[config.mk]
export PLATFORM = sky130hd
export DESIGN_NAME = sac_dev_flat
export DESIGN_NICKNAME = d
export VERILOG_FILES = /design/src/hdl/sac_pkg.sv /design/src/hdl/sac_link_if.sv /design/src/hdl/sac_dev.sv /design/src/flat_wrapper.sv
export VERILOG_INCLUDE_DIRS = /design/src /design/src/hdl
export SDC_FILE = /design/constraint.sdc
export NUM_CORES = 1
export LEC_CHECK = 0
export ABC_CLOCK_PERIOD_IN_PS = 9700
export BUFFER_PORTS_ARGS = -buffer_cell sky130_fd_sc_hd__buf_4
export CORE_MARGIN = 2
export CORE_UTILIZATION = 57
export DETAILED_ROUTE_END_ITERATION = 10
export GPL_ROUTABILITY_DRIVEN = 0
export HOLD_SLACK_MARGIN = 0.08
export MAX_ROUTING_LAYER = met4
export PLACE_DENSITY = 0.91
export SETUP_SLACK_MARGIN = 0.2
export SKIP_LAST_GASP = 1
export SLEW_MARGIN = 20
export SYNTH_ARGS = -nofsm -noshare
export SYNTH_HDL_FRONTEND = slang
export SYNTH_SLANG_ARGS = --single-unit
[constraint.sdc]
create_clock -name clk_sys -period 9.7 [get_ports clk_sys]
set_input_delay 1.455 -clock clk_sys [delete_from_list [all_inputs] [get_ports clk_sys]]
set_output_delay 1.455 -clock clk_sys [all_outputs]
set_load 0.05 [all_outputs]
[src/hdl/sac_map.svh]
// Purpose: Named offsets, field positions and timing figures of the converter link.
// Assumes: Included by bare name from the package and both ends.
// Notes: Definitions only.
`ifndef SAC_MAP_SVH
`define SAC_MAP_SVH
`define SAC_WORD_BITS 16
`define SAC_CODE_BITS 13
`define SAC_SAR_STEPS 8192
`define SAC_FIRST_SAR_EDGE 2
`define SAC_TRACK_EDGE 14
`define SAC_WR_BIT 15
`define SAC_SEL_BIT 14
`define SAC_CHAN_LSB 10
`define SAC_MODE_LSB 8
`define SAC_PM_LSB 6
`define SAC_CODING_BIT 5
`define SAC_REF_BIT 4
`define SAC_SEQ_BIT 3
`define SAC_RANGE_LSB 0
`define SAC_RST_RANGES 8'h00
`define SAC_CLK_NS 4
`define SAC_SCLK_HALF_NS 24
`define SAC_MIN_HALF_CYC 6
`define SAC_SPAN_10_UV 20000000
`define SAC_SPAN_5_UV 10000000
`define SAC_SPAN_2P5_UV 5000000
`define SAC_SPAN_UNI_UV 10000000
`endif

[src/hdl/sac_pkg.sv]
// Purpose: Types shared by both ends of the converter link.
// Assumes: sac_map.svh supplies the numbers.
// Notes: State of each end is one packed struct.
`default_nettype none
`include "sac_map.svh"
package sac_pkg;
  typedef enum logic [1:0] {RNG_BI10, RNG_BI5, RNG_BI2P5, RNG_UNI10} sac_range_t;
  typedef enum logic [1:0] {CFG_SINGLE, CFG_PSEUDO3, CFG_TRUE_DIFF, CFG_PSEUDO2} sac_cfg_t;
  typedef enum logic [1:0] {PM_NORMAL, PM_FULL_DOWN, PM_AUTO_DOWN, PM_AUTO_STBY} sac_pm_t;
  typedef enum {H_IDLE, H_FRAME, H_TAIL, H_GAP} sac_hst_t;

  typedef struct packed {
    logic cs_s1, cs_s2, cs_s3;
    logic ck_s1, ck_s2, ck_s3;
    logic di_s1, di_s2;
    logic [4:0] rise_cnt;
    logic [15:0] rx;
    logic [15:0] tx;
    logic dout;
    logic dout_oe;
    logic [1:0] chan;
    sac_cfg_t cfg;
    sac_pm_t pm;
    logic coding;
    logic ref_int;
    logic seq;
    logic [7:0] ranges;
    logic [1:0] cur_ch;
    logic [1:0] conv_ch;
    logic signed [31:0] vin;
    logic signed [31:0] vmin;
    logic [31:0] fs;
    logic [12:0] sar;
    logic [12:0] result;
    logic [1:0] res_ch;
    logic res_stb;
    logic track;
    logic pwr_dn;
  } sac_dev_st_t;

  typedef struct packed {
    logic [1:0] st;
    logic [7:0] cnt;
    logic sclk;
    logic cs_n;
    logic din;
    logic [4:0] bits;
    logic [15:0] tx;
    logic [15:0] rx;
    logic ds1, ds2;
    logic busy;
    logic rxv;
    logic [15:0] rxw;
  } sac_host_st_t;
endpackage : sac_pkg
`default_nettype wire

[src/hdl/sac_link_if.sv]
// Purpose: Serial pins between the host controller and the converter.
// Assumes: The converter drives its data pin only while selected.
// Notes: The shared data wire is resolved here from the enable.
`default_nettype none
interface sac_link_if;
  logic cs_n;
  logic sclk;
  logic din;
  logic dout_o;
  logic dout_oe;
  logic dout_w;
  // A released pin reads as the inverse of the last bit, so a late sample shows up.
  assign dout_w = dout_oe ? dout_o : ~dout_o;
  modport dev (input cs_n, input sclk, input din, output dout_o, output dout_oe);
  modport host (output cs_n, output sclk, output din, input dout_w);
endinterface : sac_link_if
`default_nettype wire

[src/hdl/sac_dev.sv]
// Purpose: Converter end: control and range registers, SAR search, output coding.
// Assumes: Link pins are asynchronous to clk_sys; analog inputs are quasi-static words.
// Notes: Each frame returns the result of the previous conversion.
`default_nettype none
`include "sac_map.svh"
//
// Contract
// - Each channel gets one of four ranges.
// - Two mode bits pick input arrangement.
// - Power-up: four single-ended inputs until written.
// - Serial clock shifts data and clocks conversion.
// - Power-up selects external reference; bit switches internal.
// - Programmed power-down mode applies between conversions.
// - Twos complement default; coding bit gives binary.
// - Sequence uses coding from last control write.
// - 13-bit code, 8192 steps across range.
// - Code transitions at whole LSB multiples.
// - SAR search by control logic forms code.
// - Track on 14th rising edge, hold at select.
// - Differential twos complement spans -4096 to +4095.
module sac_dev (
  // Clock and reset.
  input wire logic clk_sys,
  input wire logic rstn,
  // Link pins.
  sac_link_if.dev link,
  // Analog front end model, microvolts per input pin.
  input wire logic signed [31:0] ain_uv [4],
  // Configuration seen by the analog side.
  output logic track,
  output logic pwr_dn,
  output logic ref_int,
  output logic [1:0] in_cfg,
  output logic [7:0] ranges,
  // Completed conversions.
  output logic res_stb,
  output logic [1:0] res_ch,
  output logic [12:0] result
);
  sac_pkg::sac_dev_st_t q, d;

  function automatic logic [31:0] span_uv(input logic [1:0] r);
    case (sac_pkg::sac_range_t'(r))
      sac_pkg::RNG_BI10: span_uv = 32'(`SAC_SPAN_10_UV);
      sac_pkg::RNG_BI5: span_uv = 32'(`SAC_SPAN_5_UV);
      sac_pkg::RNG_BI2P5: span_uv = 32'(`SAC_SPAN_2P5_UV);
      default: span_uv = 32'(`SAC_SPAN_UNI_UV);
    endcase
  endfunction

  // Keep a trial bit when the input sits at or above the trial level.
  function automatic logic sar_keep(input logic signed [31:0] vin,
                                    input logic signed [31:0] vmin,
                                    input logic [31:0] fs, input logic [12:0] trial);
    longint lhs;
    longint rhs;
    lhs = longint'(vin) * longint'(`SAC_SAR_STEPS);
    rhs = longint'(vmin) * longint'(`SAC_SAR_STEPS) + longint'(trial) * longint'(fs);
    sar_keep = (lhs >= rhs);
  endfunction

  logic cs_fall, cs_rise, ck_rise, ck_fall;
  logic [1:0] pick_ch;
  logic [1:0] rsel;
  logic [1:0] pos_i, neg_i;
  logic use_neg;
  logic [3:0] bit_idx;
  logic [12:0] trial;
  logic [12:0] coded;
  logic keep;
  logic [12:0] sar_next;

  always_comb begin
    cs_fall = q.cs_s3 & ~q.cs_s2;
    cs_rise = ~q.cs_s3 & q.cs_s2;
    ck_rise = ~q.ck_s3 & q.ck_s2;
    ck_fall = q.ck_s3 & ~q.ck_s2;
    pick_ch = q.seq ? q.cur_ch : q.chan;
    // Map the logical channel onto positive and negative pins for the arrangement.
    pos_i = pick_ch;
    neg_i = 2'h3;
    use_neg = 1'b0;
    case (q.cfg)
      sac_pkg::CFG_SINGLE: begin
        use_neg = 1'b0;
      end
      sac_pkg::CFG_PSEUDO3: begin
        use_neg = 1'b1;
        neg_i = 2'h3;
      end
      sac_pkg::CFG_TRUE_DIFF, sac_pkg::CFG_PSEUDO2: begin
        use_neg = 1'b1;
        pos_i = {pick_ch[0], 1'b0};
        neg_i = {pick_ch[0], 1'b1};
      end
      default: begin
        use_neg = 1'b0;
      end
    endcase
    rsel = q.ranges[2 * pos_i +: 2];
    // Bit 12 is tried on the second rise and bit 0 on the fourteenth.
    bit_idx = 4'(`SAC_TRACK_EDGE - 1) - 4'(q.rise_cnt);
    trial = q.sar | (13'h0001 << bit_idx);
    keep = sar_keep(q.vin, q.vmin, q.fs, trial);
    sar_next = keep ? trial : q.sar;
    // Code the searched value so the bit decided on the last rise is part of the result.
    coded = q.coding ? sar_next : {~sar_next[12], sar_next[11:0]};
  end

  always_comb begin
    d = q;
    d.cs_s1 = link.cs_n;
    d.cs_s2 = q.cs_s1;
    d.cs_s3 = q.cs_s2;
    d.ck_s1 = link.sclk;
    d.ck_s2 = q.ck_s1;
    d.ck_s3 = q.ck_s2;
    d.di_s1 = link.din;
    d.di_s2 = q.di_s1;
    d.res_stb = 1'b0;

    if (cs_fall) begin
      // Hold the selected input and start a new search.
      d.track = 1'b0;
      d.rise_cnt = 5'h00;
      d.sar = 13'h0000;
      d.conv_ch = pick_ch;
      d.vin = use_neg ? (ain_uv[pos_i] - ain_uv[neg_i]) : ain_uv[pos_i];
      if (q.cfg == sac_pkg::CFG_TRUE_DIFF) begin
        d.fs = span_uv(rsel) << 1;
        d.vmin = -$signed(span_uv(rsel));
      end else if (use_neg) begin
        d.fs = span_uv(rsel);
        d.vmin = 32'sh0;
      end else begin
        d.fs = span_uv(rsel);
        d.vmin = (rsel == 2'(sac_pkg::RNG_UNI10)) ? 32'sh0 : -$signed(span_uv(rsel) >> 1);
      end
      d.tx = {1'b0, q.res_ch, q.result};
      d.dout = 1'b0;
      d.dout_oe = 1'b1;
    end else if (ck_rise && !q.cs_s2) begin
      d.rx = {q.rx[14:0], q.di_s2};
      if (q.rise_cnt != 5'h1F) begin
        d.rise_cnt = q.rise_cnt + 5'h01;
      end
      // Search one bit per rising edge, sign bit first.
      if (q.rise_cnt >= 5'(`SAC_FIRST_SAR_EDGE - 1) &&
          q.rise_cnt < 5'(`SAC_TRACK_EDGE)) begin
        if (keep) begin
          d.sar = trial;
        end
      end
      if (q.rise_cnt == 5'(`SAC_TRACK_EDGE - 1)) begin
        d.track = 1'b1;
        d.res_stb = 1'b1;
        d.result = coded;
        d.res_ch = q.conv_ch;
        if (q.seq) begin
          d.cur_ch = (q.cur_ch == q.chan) ? 2'h0 : q.cur_ch + 2'h1;
        end
      end
    end else if (ck_fall && !q.cs_s2) begin
      d.tx = {q.tx[14:0], 1'b0};
      d.dout = q.tx[14];
    end else if (cs_rise) begin
      d.dout_oe = 1'b0;
      // Only a complete frame with the write flag updates a register.
      if (q.rise_cnt == 5'(`SAC_WORD_BITS) && q.rx[`SAC_WR_BIT]) begin
        if (q.rx[`SAC_SEL_BIT]) begin
          d.ranges = q.rx[`SAC_RANGE_LSB +: 8];
        end else begin
          d.chan = q.rx[`SAC_CHAN_LSB +: 2];
          d.cfg = sac_pkg::sac_cfg_t'(q.rx[`SAC_MODE_LSB +: 2]);
          d.pm = sac_pkg::sac_pm_t'(q.rx[`SAC_PM_LSB +: 2]);
          d.coding = q.rx[`SAC_CODING_BIT];
          d.ref_int = q.rx[`SAC_REF_BIT];
          d.seq = q.rx[`SAC_SEQ_BIT];
          d.cur_ch = 2'h0;
        end
      end
    end

    // Auto modes power down only while deselected; full shutdown holds until rewritten.
    case (d.pm)
      sac_pkg::PM_FULL_DOWN: d.pwr_dn = 1'b1;
      sac_pkg::PM_AUTO_DOWN, sac_pkg::PM_AUTO_STBY: d.pwr_dn = q.cs_s2 & d.track;
      default: d.pwr_dn = 1'b0;
    endcase
  end

  always_ff @(posedge clk_sys or negedge rstn) begin
    if (!rstn) begin
      q <= '{cs_s1: 1'b1, cs_s2: 1'b1, cs_s3: 1'b1,
             cfg: sac_pkg::CFG_SINGLE,
             pm: sac_pkg::PM_NORMAL,
             coding: 1'b0,
             ref_int: 1'b0,
             ranges: `SAC_RST_RANGES,
             track: 1'b1,
             default: '0};
    end else begin
      q <= d;
    end
  end

  assign link.dout_o = q.dout;
  assign link.dout_oe = q.dout_oe;
  assign track = q.track;
  assign pwr_dn = q.pwr_dn;
  assign ref_int = q.ref_int;
  assign in_cfg = q.cfg;
  assign ranges = q.ranges;
  assign res_stb = q.res_stb;
  assign res_ch = q.res_ch;
  assign result = q.result;
endmodule : sac_dev
`default_nettype wire

[src/flat_wrapper.sv]
// flat-port wrapper written by rule: the top's interface ports become plain ports
module sac_dev_flat 
  (clk_sys, rstn, ain_uv, track, pwr_dn, ref_int, in_cfg, ranges, res_stb, res_ch, result, link_cs_n, link_sclk, link_din, link_dout_o, link_dout_oe);
  sac_link_if link_i ();
  input wire logic clk_sys;
  input wire logic rstn;
  input wire logic signed [31:0] ain_uv[4];
  output logic track;
  output logic pwr_dn;
  output logic ref_int;
  output logic [1:0] in_cfg;
  output logic [7:0] ranges;
  output logic res_stb;
  output logic [1:0] res_ch;
  output logic [12:0] result;
  input wire logic [$bits(link_i.cs_n)-1:0] link_cs_n;
  input wire logic [$bits(link_i.sclk)-1:0] link_sclk;
  input wire logic [$bits(link_i.din)-1:0] link_din;
  output wire logic [$bits(link_i.dout_o)-1:0] link_dout_o;
  output wire logic [$bits(link_i.dout_oe)-1:0] link_dout_oe;
  assign link_i.cs_n = link_cs_n;
  assign link_i.sclk = link_sclk;
  assign link_i.din = link_din;
  assign link_dout_o = link_i.dout_o;
  assign link_dout_oe = link_i.dout_oe;
  sac_dev u_core (.clk_sys(clk_sys), .rstn(rstn), .link(link_i), .ain_uv(ain_uv), .track(track), .pwr_dn(pwr_dn), .ref_int(ref_int), .in_cfg(in_cfg), .ranges(ranges), .res_stb(res_stb), .res_ch(res_ch), .result(result));
endmodule
==> reports/metrics.csv, run 1 <==
stage;metric;value;unit
outcome;outcome;did not finish;
outcome;Last stage;global routing (5_1_grt);
outcome;Error;[ERROR GRT-0232] Routing congestion too high. Check the congestion heatmap in the GUI.;
cts;CTS Root Cell;clkbuf_16;
floorplanning;starting density of the core;0.576;
sta;Worst EP Category;sequential cell input;
yosys;Post-Syn Area per Cell;9.11;sq um
sta;GR repair worst EP;u_core.q[25]$_DFFE_PN0P_/D;
yosys;sequential share of the synthesized area;0.205;
floorplanning;Die Span Y;188;microns
yosys;Synth Cell Area;19200;sq um
grt;pin count of the biggest net entering global routing;89;
yosys;Netlist cell types;75;
yosys;register bit total from synthesis;157;
yosys;cell count after synthesis;2110;
place;dpl ws;-0.680;ns
grt;global route overflow;2;
yosys;number of synthesized flops with an enable pin;0;
grt;Global Route Usage Sum;0.659;
yosys;top_reg_cell synth;dfrtp_1;
yosys;share of Yosys cell area claimed by the top area cell type;0.199;
yosys;Synth Warn #;0;
floorplanning;Ports;164;
cts;clk sinks;157;
cts;Post-CTS Hold Buffers;0;
place;DP HPWL;48.4;mm
yosys;most common cell in the netlist;inv_1;
floorplanning;Die Wd;188;microns
yosys;leading area contributor after synthesis;dfrtp_1;
yosys;FFs w/ async S/R, synth;1.00;
cts;CTS Buffer Depth;2;
yosys;Commonest cells post-synth;inv_1 (320), nand2_1 (216), fa_1 (191);
yosys;Area contributors post-synth;dfrtp_1 (20%), fa_1 (20%), ha_1 (12%);
place;buffers added on ports;163;
cts;# H-tree levels;4;
yosys;syn nets;2624;
cts;CTS buffer count;17;
floorplanning;Rows;67;
## cell families after synthesis
logic type | synth area share
buffers and inverters | 0.0874
muxes | 0.0908
adders and majority gates | 0.322
and+or+nand+nor | 0.125
DFF | 0.205
xor gates and xnor gates | 0.0328
AOI/OAI and AO/OA | 0.137
## per-layer routing
metal | GRT usage | overflow
met5 | - | -
met4 | 0.602 | 1
met3 | 0.568 | 0
met2 | 0.798 | 1
met1 | 0.623 | 0
## per-stage QoR
step | area, sq um | cells | utilization
after floorplan | 19500 | 2110 | -
after global placement | 22500 | 2847 | 0.675
after detailed placement | 22500 | 2847 | 0.675
after CTS | 24000 | 2907 | 0.721
## repair_timing
item	in CTS
pin swaps	57
gates cloned	3
endpoints found under the setup margin	26
resized for setup	171
setup buffers	25
hold endpoints to repair	0
==> run 2: changes to the inputs <==
--- a/config.mk
+++ b/config.mk
@@ -6,16 +6,13 @@
 export SDC_FILE = /design/constraint.sdc
 export NUM_CORES = 1
 export LEC_CHECK = 0
-export ABC_CLOCK_PERIOD_IN_PS = 9700
+export ABC_CLOCK_PERIOD_IN_PS = 12600
 export BUFFER_PORTS_ARGS = -buffer_cell sky130_fd_sc_hd__buf_4
 export CORE_MARGIN = 2
-export CORE_UTILIZATION = 57
+export CORE_UTILIZATION = 40
 export DETAILED_ROUTE_END_ITERATION = 10
 export GPL_ROUTABILITY_DRIVEN = 0
-export HOLD_SLACK_MARGIN = 0.08
-export MAX_ROUTING_LAYER = met4
-export PLACE_DENSITY = 0.91
-export SETUP_SLACK_MARGIN = 0.2
+export PLACE_DENSITY_LB_ADDON = 0.15
 export SKIP_LAST_GASP = 1
 export SLEW_MARGIN = 20
 export SYNTH_ARGS = -nofsm -noshare
==> constraint.sdc (replaced) <==
create_clock -name clk_sys -period 12.6 [get_ports clk_sys]
set_input_delay 1.89 -clock clk_sys [delete_from_list [all_inputs] [get_ports clk_sys]]
set_output_delay 1.89 -clock clk_sys [all_outputs]
set_load 0.05 [all_outputs]
==> run 2 against run 1 <==
The run now ends clean. Synthesized area unchanged. Synthesized cell count unchanged.
==> reports/metrics.csv, run 2 <==
stage;metric;value;unit
outcome;outcome;complete, no violations;
cells_and_area;Area Growth Syn to Fin;11.7;%
pwr;Worst VDD drop;99.8;uV
grt;initial antenna violation count;1;
sta;Setup TNS;0;ns
min_path;hold_sp;u_core.d[187]$_DFF_PN0_;
cells_and_area;most frequent cells in the layout;inv_1 (320), nand2_1 (213), fa_1 (191);
pwr;Flop pwr share;0.351;
floorplanning;starting density of the core;0.404;
cells_and_area;share of post-route cells with drive strength above 1;0.138;
floorplanning;Rows;80;
critical_path;Worst R2R End;u_core.result[1]$_DFFE_PN0P_;
place;placed instance count;2806;
grt;Global Route Usage Sum;0.220;
pwr;P_leak;10.9;nW
yosys;Synth Warn #;0;
route;DR vias;15300;
yosys;share of Yosys cell area claimed by the top area cell type;0.199;
pwr;pwr/cell area;75.8;nW/um^2
sta;Clock Skews;0.00812;ns
critical_path;CP dominant cell by count;a21o_1;
route;DR top layer;met5;
yosys;syn nets;2624;
grt;first-pass GRT wire length;86.5;mm
sta;highest clock rate;84.3;MHz
yosys;top_reg_cell synth;dfrtp_1;
cts;clk slew on worst S/H paths;0.07;ns
yosys;Netlist cell types;75;
cells_and_area;Finished Layout Cells;2838;
job;number of max-cap violations;0;
min_path;worst hold path cell count;0;
cts;clk sinks;157;
route;initial DRC count;960;
critical_path;crit-path max cell delay;0.61;ns
min_path;Worst Hold Class;reg2reg;
yosys;Area contributors post-synth;dfrtp_1 (20%), fa_1 (20%), ha_1 (12%);
grt;number of global-route vias before repair;15900;
sta;Final WS setup;0.739;ns
yosys;register bit total from synthesis;157;
cells_and_area;commonest non-fill, non-tap cell in the layout;inv_1;
cts;# H-tree levels;4;
critical_path;Crit. End Element;flip-flop;
critical_path;RR Startpoint;u_core.q[183]$_DFFE_PN0P_;
cells_and_area;fin nets;2724;
route;M1 wire length;23.7;mm
pwr;Comb power frac;0.351;
critical_path;r2r setup slk;0.74;ns
critical_path;FF-to-FF path depth;44;
yosys;Synth Cell Area;19200;sq um
floorplanning;Ports;164;
route;post-DR vias/cell;5.39;
route;DRC;0;
sta;final setup fails;0;
critical_path;kind of critical path;reg2reg;
place;dpl ws;0.459;ns
sta;Final Cycle Share;0.941;
route;Final ANT Viol Nets;0;
pwr;P_sw;0.000586;W
floorplanning;Die Span Y;223;microns
route;met3 WL;2.46;mm
cts;CTS Buffer Depth;2;
min_path;hold path endpoint;u_core.q[187]$_DFF_PN0_;
route;Met2 Wirelength;25.1;mm
floorplanning;die area;49800;sq um
pwr;Int Pwr;0.00104;W
critical_path;required time worst endpoint;12.91;ns
cts;clk_lat worst skew;0.44;ns
sta;Max-Slew Margin vs Limit;0.307;
floorplanning;core box area;47600;sq um
yosys;Commonest cells post-synth;inv_1 (320), nand2_1 (216), fa_1 (191);
cts;CTS Root Cell;clkbuf_16;
cells_and_area;Ant. Diodes;0;
yosys;sequential share of the synthesized area;0.205;
yosys;most common cell in the netlist;inv_1;
sta;Final Hold Viols;0;
critical_path;crit start category;flip-flop;
sta;Slew Limit Fails;0;
cells_and_area;max reg flops;121;
yosys;FFs w/ async S/R, synth;1.00;
pwr;clock share of power;0.298;
grt;global route overflow;0;
cts;CTS tree;done;
critical_path;Slowest-stage cell, CP;a21oi_1;
critical_path;critical path peak fanout;12;
grt;pin count of the biggest net entering global routing;80;
yosys;cell count after synthesis;2110;
route;final wirelength;52.9;mm
route;drt first pass iters;5;
route;routed len/inst;18.6;microns
place;buffers added on ports;163;
yosys;leading area contributor after synthesis;dfrtp_1;
pwr;Sw Share;0.360;
sta;worst slew pin tran;1.04;ns
yosys;Post-Syn Area per Cell;9.11;sq um
critical_path;CP arrival;12.17;ns
sta;RSZ-0062 raised after global routing;false;
sta;post-route minimum period;11.86;ns
cells_and_area;Top reg by flops;u_core.q;
yosys;number of synthesized flops with an enable pin;0;
cts;CTS buffer count;17;
cts;Post-CTS Hold Buffers;0;
floorplanning;Die Wd;223;microns
place;DP HPWL;44.0;mm
## run 2: stage by stage
stage	utilization	instance area, sq um	total power, W	hold slack [ns]
3_3_place_gp	0.439	20900	0.00114	0.335
5_1_grt	0.451	21500	0.00175	0.352
2_1_floorplan	-	19200	0.000969	0.331
6_report	0.451	21500	0.00163	0.349
3_5_place_dp	0.439	20900	0.00115	0.335
4_1_cts	0.450	21500	0.00164	0.349
## run 2: repair_timing
item | CTS | global route
endpoints found under the hold margin | 0 | 0
resized for setup | 0 | 9
setup buffers | 0 | 0
setup endpoints to repair | 0 | 26
## run 2: power groups by stage
stage | clock network (W) | logic (W) | registers, W
finish | 0.000486 | 0.000571 | 0.000572
global route | 0.000521 | 0.000648 | 0.000576
CTS | 0.000500 | 0.000574 | 0.000571
detailed placement | 0 | 0.000570 | 0.000581
global placement | 0 | 0.000562 | 0.000580
floorplan | 0 | 0.000406 | 0.000563
## run 2: worst max-delay path: cells and delay by family (launching register included)
kind                     cells  cell delay (ns)
flip-flops                   1             0.43
AO/OA/AOI/OAI               18             4.37
multiplexers                 1             0.31
buffers and inverters        6             0.67
adder cells (fa/ha/maj)      9             3.80
XOR/XNOR                     3             0.69
AND/OR/NAND/NOR              7             1.44
## run 2: area by class of cell
class	instances	area, sq um
clock buffer	19	433
clock inverter	13	108
fill	4680	26200
inverter	321	1200
multi-input combinational	1534	13700
sequential	157	3930
tap	615	769
timing repair buffer	179	1350
## run 2: logic make-up (layout without fill, tap and decap cells)
group,count (synthesis),after routing,synth area share
AO/OA/AOI/OAI,417,417,0.137
XOR/XNOR,72,72,0.0328
adder cells (fa/ha/maj),381,381,0.322
buffers and inverters,419,532,0.0874
flip-flops,157,157,0.205
multiplexers,127,127,0.0908
AND/OR/NAND/NOR,537,537,0.125
## run 2: worst max-delay path by stage
stage,to,slack [ns],from,depth (start not counted)
floorplan,u_core.q[30]$_DFFE_PN0P_,2.32,u_core.q[183]$_DFFE_PN0P_,45
global route,u_core.q[18]$_DFFE_PN0P_,0.04,u_core.q[183]$_DFFE_PN0P_,42
CTS,u_core.q[18]$_DFFE_PN0P_,0.39,u_core.q[183]$_DFFE_PN0P_,43
finish,u_core.result[1]$_DFFE_PN0P_,0.74,u_core.q[183]$_DFFE_PN0P_,44
detailed placement,u_core.q[18]$_DFFE_PN0P_,0.46,u_core.q[183]$_DFFE_PN0P_,43
global placement,u_core.q[28]$_DFFE_PN0P_,0.89,u_core.q[183]$_DFFE_PN0P_,40
## run 2: routing by layer
metal | up-vias | global-route usage
met5 | - | 0
met4 | 2 | 0.0757
met3 | 77 | 0.0224
met2 | 406 | 0.362
met1 | 7546 | 0.304
li1 | 7265 | -
Note: power is estimated with default switching activity, not from simulation.
==> run 3: changes to the inputs <==
--- a/config.mk
+++ b/config.mk
@@ -9,7 +9,7 @@
 export ABC_CLOCK_PERIOD_IN_PS = 12600
 export BUFFER_PORTS_ARGS = -buffer_cell sky130_fd_sc_hd__buf_4
 export CORE_MARGIN = 2
-export CORE_UTILIZATION = 40
+export CORE_UTILIZATION = 27
 export DETAILED_ROUTE_END_ITERATION = 10
 export GPL_ROUTABILITY_DRIVEN = 0
 export PLACE_DENSITY_LB_ADDON = 0.15
==> run 3 against run 2 <==
Clock skew increased by 0.0065 ns. Maximum frequency increased by 1.0%. Global-route usage down 6.2 points. Clock-buffer cell count fell by 1. Flip-flop and latch count is the same. Sequential power about the same. Hold slack better by 0.0099 ns. Combinational power up 2%. Die area up 47%. Sequential share of layout area decreased by 0.39 points. Worst setup slack better by 0.12 ns. Critical path type unchanged. Critical endpoint is now u_core.result[2]$_DFFE_PN0P_. Largest power group is now combinational cells.
==> reports/metrics.csv, run 3 (same netlist as run 2, synthesis figures left out) <==
stage;metric;value;unit
place;DP HPWL;47.6;mm
critical_path;RR Startpoint;u_core.q[183]$_DFFE_PN0P_;
route;DR top layer;met4;
route;routed len/inst;18.0;microns
cells_and_area;fin nets;2729;
pwr;P_leak;11.0;nW
min_path;Worst Hold Class;reg2reg;
route;drt first pass iters;8;
min_path;hold path endpoint;u_core.d[192]$_DFF_PN1_;
pwr;P_sw;0.000609;W
sta;Setup TNS;0;ns
min_path;hold_sp;u_core.d[193]$_DFF_PN1_;
route;met3 WL;1.68;mm
grt;Global Route Usage Sum;0.158;
critical_path;Worst R2R End;u_core.result[2]$_DFFE_PN0P_;
grt;first-pass GRT wire length;91.3;mm
route;post-DR vias/cell;4.78;
route;M1 wire length;26.6;mm
floorplanning;starting density of the core;0.274;
floorplanning;Ports;164;
cells_and_area;commonest non-fill, non-tap cell in the layout;inv_1;
pwr;clock share of power;0.313;
grt;number of global-route vias before repair;16100;
cells_and_area;max reg flops;121;
job;number of max-cap violations;0;
cells_and_area;fin util;0.312;
critical_path;crit start category;flip-flop;
route;Final ANT Viol Nets;0;
cts;clk sinks;157;
sta;Clock Skews;0.0146;ns
cts;CTS Buffer Depth;2;
grt;pin count of the biggest net entering global routing;94;
cts;# H-tree levels;4;
critical_path;r2r setup slk;0.86;ns
min_path;worst hold path cell count;0;
grt;global route overflow;0;
cts;CTS Root Cell;clkbuf_16;
sta;Hold WS;0.359;ns
critical_path;crit-path max cell delay;0.55;ns
route;Met2 Wirelength;27.3;mm
sta;RSZ-0062 raised after global routing;false;
pwr;Worst VDD drop;99.3;uV
critical_path;required time worst endpoint;12.92;ns
critical_path;FF-to-FF path depth;44;
pwr;total power;0.00168;W
cells_and_area;most frequent cells in the layout;inv_1 (320), nand2_1 (215), fa_1 (191);
cts;CTS tree;done;
floorplanning;Die Wd;271;microns
critical_path;kind of critical path;reg2reg;
floorplanning;core box area;70300;sq um
sta;Final Cycle Share;0.932;
floorplanning;Die Span Y;271;microns
cells_and_area;Top reg by flops;u_core.q;
critical_path;CP arrival;12.06;ns
route;initial DRC count;765;
sta;highest clock rate;85.2;MHz
route;DRC;0;
sta;Max-Slew Margin vs Limit;0.246;
critical_path;Crit. End Element;flip-flop;
place;buffers added on ports;163;
cells_and_area;share of post-route cells with drive strength above 1;0.138;
pwr;Comb power frac;0.346;
sta;worst slew pin tran;1.12;ns
cells_and_area;Ant. Diodes;0;
floorplanning;Rows;97;
pwr;pwr/cell area;76.3;nW/um^2
pwr;Sw Share;0.363;
sta;post-route minimum period;11.74;ns
outcome;outcome;complete, no violations;
sta;Slew Limit Fails;0;
cts;clk slew on worst S/H paths;0.07;ns
cts;CTS buffer count;17;
critical_path;critical path peak fanout;12;
critical_path;Slowest-stage cell, CP;fa_1;
cells_and_area;Area Growth Syn to Fin;14.1;%
pwr;Int Pwr;0.00107;W
route;final wirelength;56.9;mm
pwr;Flop pwr share;0.341;
sta;Final Hold Viols;0;
route;DR vias;15200;
floorplanning;die area;73400;sq um
sta;final setup fails;0;
cts;clk_lat worst skew;0.46;ns
grt;initial antenna violation count;0;
[run 3: critical path: cells and delay by family (launching register included)]
family | cells | cell delay [ns]
xor+xnor | 3 | 0.68
flops | 1 | 0.43
fa+ha+maj | 9 | 3.84
buf+inv | 5 | 0.52
compound gates | 16 | 3.62
simple gates | 10 | 2.33
mux | 1 | 0.14
[run 3: power by group through the flow]
| stage | Sequential, W | Combinational, W | Clock, W |
|---|---|---|---|
| after detailed placement | 0.000582 | 0.000583 | 0 |
| final | 0.000572 | 0.000580 | 0.000524 |
| after global routing | 0.000576 | 0.000661 | 0.000563 |
| after floorplan | 0.000563 | 0.000406 | 0 |
| after CTS | 0.000572 | 0.000587 | 0.000541 |
| after global placement | 0.000582 | 0.000578 | 0 |
[run 3: metal layers]
layer | track usage | vias up
met1 | 0.215 | 7525
met5 | 0 | -
met2 | 0.264 | 306
met4 | 0.0494 | 0
li1 | - | 7272
met3 | 0.0155 | 52
[run 3: final cells by class]
cell class              count  area [sq um]
fillers                  7413         48300
multi-input cells        1534         13700
flip-flops and latches    157          3930
repair buffers            184          1390
inverters                 321          1200
well taps                 940          1180
clock buffers              18           429
clock inverters            14           150
[run 3: worst max-delay path by stage]
stage                                    startpoint                           end  slack, ns  depth (start not counted)
after global placement    u_core.q[183]$_DFFE_PN0P_      u_core.q[28]$_DFFE_PN0P_       0.81                         42
after floorplan           u_core.q[183]$_DFFE_PN0P_      u_core.q[30]$_DFFE_PN0P_       2.32                         45
final                     u_core.q[183]$_DFFE_PN0P_  u_core.result[2]$_DFFE_PN0P_       0.86                         44
after detailed placement  u_core.q[183]$_DFFE_PN0P_      u_core.q[28]$_DFFE_PN0P_       0.32                         43
after CTS                 u_core.q[183]$_DFFE_PN0P_      u_core.q[28]$_DFFE_PN0P_       0.24                         43
after global routing      u_core.q[183]$_DFFE_PN0P_      u_core.q[28]$_DFFE_PN0P_       0.08                         43
[run 3: metrics by stage]
stage / setup slack, ns / instance area [sq um] / std cells
finish: 0.860 / 22000 / 3168
global route: 0.0827 / 22000 / 3168
CTS: 0.244 / 21900 / 3167
detailed placement: 0.315 / 21400 / 3135
global placement: 0.811 / 21400 / 3135
floorplan: 2.32 / 19200 / 2110
[run 3: what timing repair did]
action                                  in CTS  in global routing
endpoints found under the setup margin       0                 26
setup buffers                                0                  1
resized for setup                            0                  4
hold buffers                                 0                  0
==> run 4: changes to the inputs <==
--- a/config.mk
+++ b/config.mk
@@ -7,10 +7,10 @@
 export NUM_CORES = 1
 export LEC_CHECK = 0
 export ABC_CLOCK_PERIOD_IN_PS = 12600
-export BUFFER_PORTS_ARGS = -buffer_cell sky130_fd_sc_hd__buf_4
 export CORE_MARGIN = 2
 export CORE_UTILIZATION = 27
 export DETAILED_ROUTE_END_ITERATION = 10
+export DONT_BUFFER_PORTS = 1
 export GPL_ROUTABILITY_DRIVEN = 0
 export PLACE_DENSITY_LB_ADDON = 0.15
 export SKIP_LAST_GASP = 1
==> run 4 against run 3 <==
Combinational power shrank 7.8%. Sequential share of layout area grew 1.0 points. Final cell count shrank 5.1%. Core utilization shrank 1.6 points. Total power is essentially flat. Critical path depth is the same. Routed wire length shrank 1.5%. Clock skew grew 0.0014 ns. Via count shrank 5.4%. Design area shrank 5.3%. Worst setup slack gained 0.096 ns. Hold slack lost 0.0032 ns.
==> reports/metrics.csv, run 4 (same netlist as run 2, synthesis figures left out) <==
stage;metric;value;unit
floorplanning;core box area;70300;sq um
cts;clk slew on worst S/H paths;0.07;ns
sta;Hold WS;0.356;ns
sta;final setup fails;0;
cells_and_area;commonest non-fill, non-tap cell in the layout;inv_1;
outcome;outcome;complete, no violations;
floorplanning;Rows;97;
cts;clk_lat worst skew;0.46;ns
place;placed instance count;2974;
job;number of max-cap violations;0;
sta;Slew Limit Fails;0;
cts;CTS buffer count;17;
cts;CTS Buffer Depth;2;
cells_and_area;area of the multi-input gates;13700;sq um
critical_path;crit start category;flip-flop;
route;DRC;0;
critical_path;required time worst endpoint;12.93;ns
cells_and_area;max reg flops;121;
sta;Setup TNS;0;ns
critical_path;kind of critical path;reg2reg;
route;final wirelength;56.1;mm
sta;worst slew pin tran;0.952;ns
cts;CTS Root Cell;clkbuf_16;
sta;highest clock rate;85.9;MHz
route;Final ANT Viol Nets;0;
cells_and_area;fin nets;2568;
floorplanning;starting density of the core;0.274;
cells_and_area;Top reg by flops;u_core.q;
grt;pin count of the biggest net entering global routing;158;
grt;initial antenna violation count;1;
cells_and_area;Ant. Diodes;0;
route;post-DR vias/cell;4.77;
critical_path;crit-path max cell delay;0.54;ns
cells_and_area;Finished Layout Cells;3007;
min_path;Worst Hold Class;reg2reg;
floorplanning;Die Span Y;271;microns
grt;global route overflow;0;
floorplanning;Ports;164;
cells_and_area;most frequent cells in the layout;inv_1 (320), nand2_1 (215), fa_1 (191);
place;DP HPWL;46.5;mm
route;DR vias;14300;
floorplanning;Die Wd;271;microns
critical_path;FF-to-FF path depth;44;
cts;# H-tree levels;4;
sta;Final Cycle Share;0.924;
grt;number of global-route vias before repair;15100;
pwr;Worst VDD drop;97.3;uV
route;drt first pass iters;5;
critical_path;Crit. End Element;flip-flop;
cts;clk sinks;157;
cells_and_area;FF+latch area;3930;sq um
grt;Global Route Usage Sum;0.155;
floorplanning;die area;73400;sq um
route;initial DRC count;751;
cells_and_area;Area Growth Syn to Fin;8.14;%
grt;first-pass GRT wire length;88.1;mm
min_path;worst hold path cell count;0;
cells_and_area;share of post-route cells with drive strength above 1;0.0711;
pwr;pwr/cell area;80.6;nW/um^2
sta;post-route minimum period;11.64;ns
route;routed len/inst;18.6;microns
sta;Clock Skews;0.0160;ns
critical_path;Slowest-stage cell, CP;fa_1;
critical_path;CP arrival;11.98;ns
critical_path;critical path peak fanout;12;
cts;CTS tree;done;
sta;Max-Slew Margin vs Limit;0.357;
sta;RSZ-0062 raised after global routing;false;
pwr;P_leak;10.2;nW
sta;Final Hold Viols;0;
cells_and_area;Fillers;7445;
place;buffers added on ports;0;
## run 4: cell count changes in the layout (fill, tap and decap cells not counted), sizes merged
cell,change
bufinv,+2
clkinvlp,-1
clkinv,-1
buf,-161
## run 4: stage by stage
step / instance area, sq um / power (W) / setup slack, ns / utilization
2_1_floorplan: 19200 / 0.000969 / 2.32 / -
3_3_place_gp: 20100 / 0.00112 / 0.736 / 0.287
3_5_place_dp: 20100 / 0.00112 / 0.287 / 0.287
4_1_cts: 20800 / 0.00170 / 0.233 / 0.296
5_1_grt: 20800 / 0.00180 / 0.153 / 0.296
6_report: 20800 / 0.00168 / 0.956 / 0.296
## run 4: worst max-delay path: cells and delay by family (launching register included)
family | cells | cell delay (ns)
compound gates | 16 | 3.61
xor+xnor | 3 | 0.65
fa+ha+maj | 9 | 3.81
buf+inv | 5 | 0.54
flops | 1 | 0.43
mux | 1 | 0.14
simple gates | 10 | 2.28
## run 4: metal layers
layer  vias up  part of all wire  global-route usage
li1       6940                 -                   -
met1      7102              0.46               0.207
met2       254              0.49               0.263
met3        45             0.034              0.0225
met4         2             0.019              0.0393
met5         -           0.00023                   0
## run 4: repair_timing
item | in CTS | in global routing
setup buffers | 0 | 1
setup endpoints to repair | 0 | 26
resized for setup | 0 | 4
hold buffers | 0 | 0
## run 4: path summary, 6_finish.rpt
check	from	to	slack (ns)
max	u_core.q[183]$_DFFE_PN0P_	u_core.result[1]$_DFFE_PN0P_	0.96
min	u_core.d[193]$_DFF_PN1_	u_core.d[192]$_DFF_PN1_	0.36
max reg2reg	u_core.q[183]$_DFFE_PN0P_	u_core.result[1]$_DFFE_PN0P_	0.96
min reg2reg	u_core.d[193]$_DFF_PN1_	u_core.d[192]$_DFF_PN1_	0.36
max in group asynchronous	rstn	u_core.q[103]$_DFFE_PN0P_	11.11
min in group asynchronous	rstn	u_core.q[154]$_DFFE_PN0P_	1.12
## run 4: report_power, final
group	internal [W]	switching (W)	total, W
clock network	0.000325	0.000245	0.000570
registers	0.000535	0.0000366	0.000572
logic	0.000226	0.000309	0.000535
## run 4: layout make-up
type / instances / area share
Tap cell: 940 / 0.0566
Multi-Input combinational cell: 1534 / 0.657
Timing Repair Buffer: 23 / 0.00830
Clock buffer: 18 / 0.0211
Inverter: 321 / 0.0579
Sequential cell: 157 / 0.189
Clock inverter: 14 / 0.00951
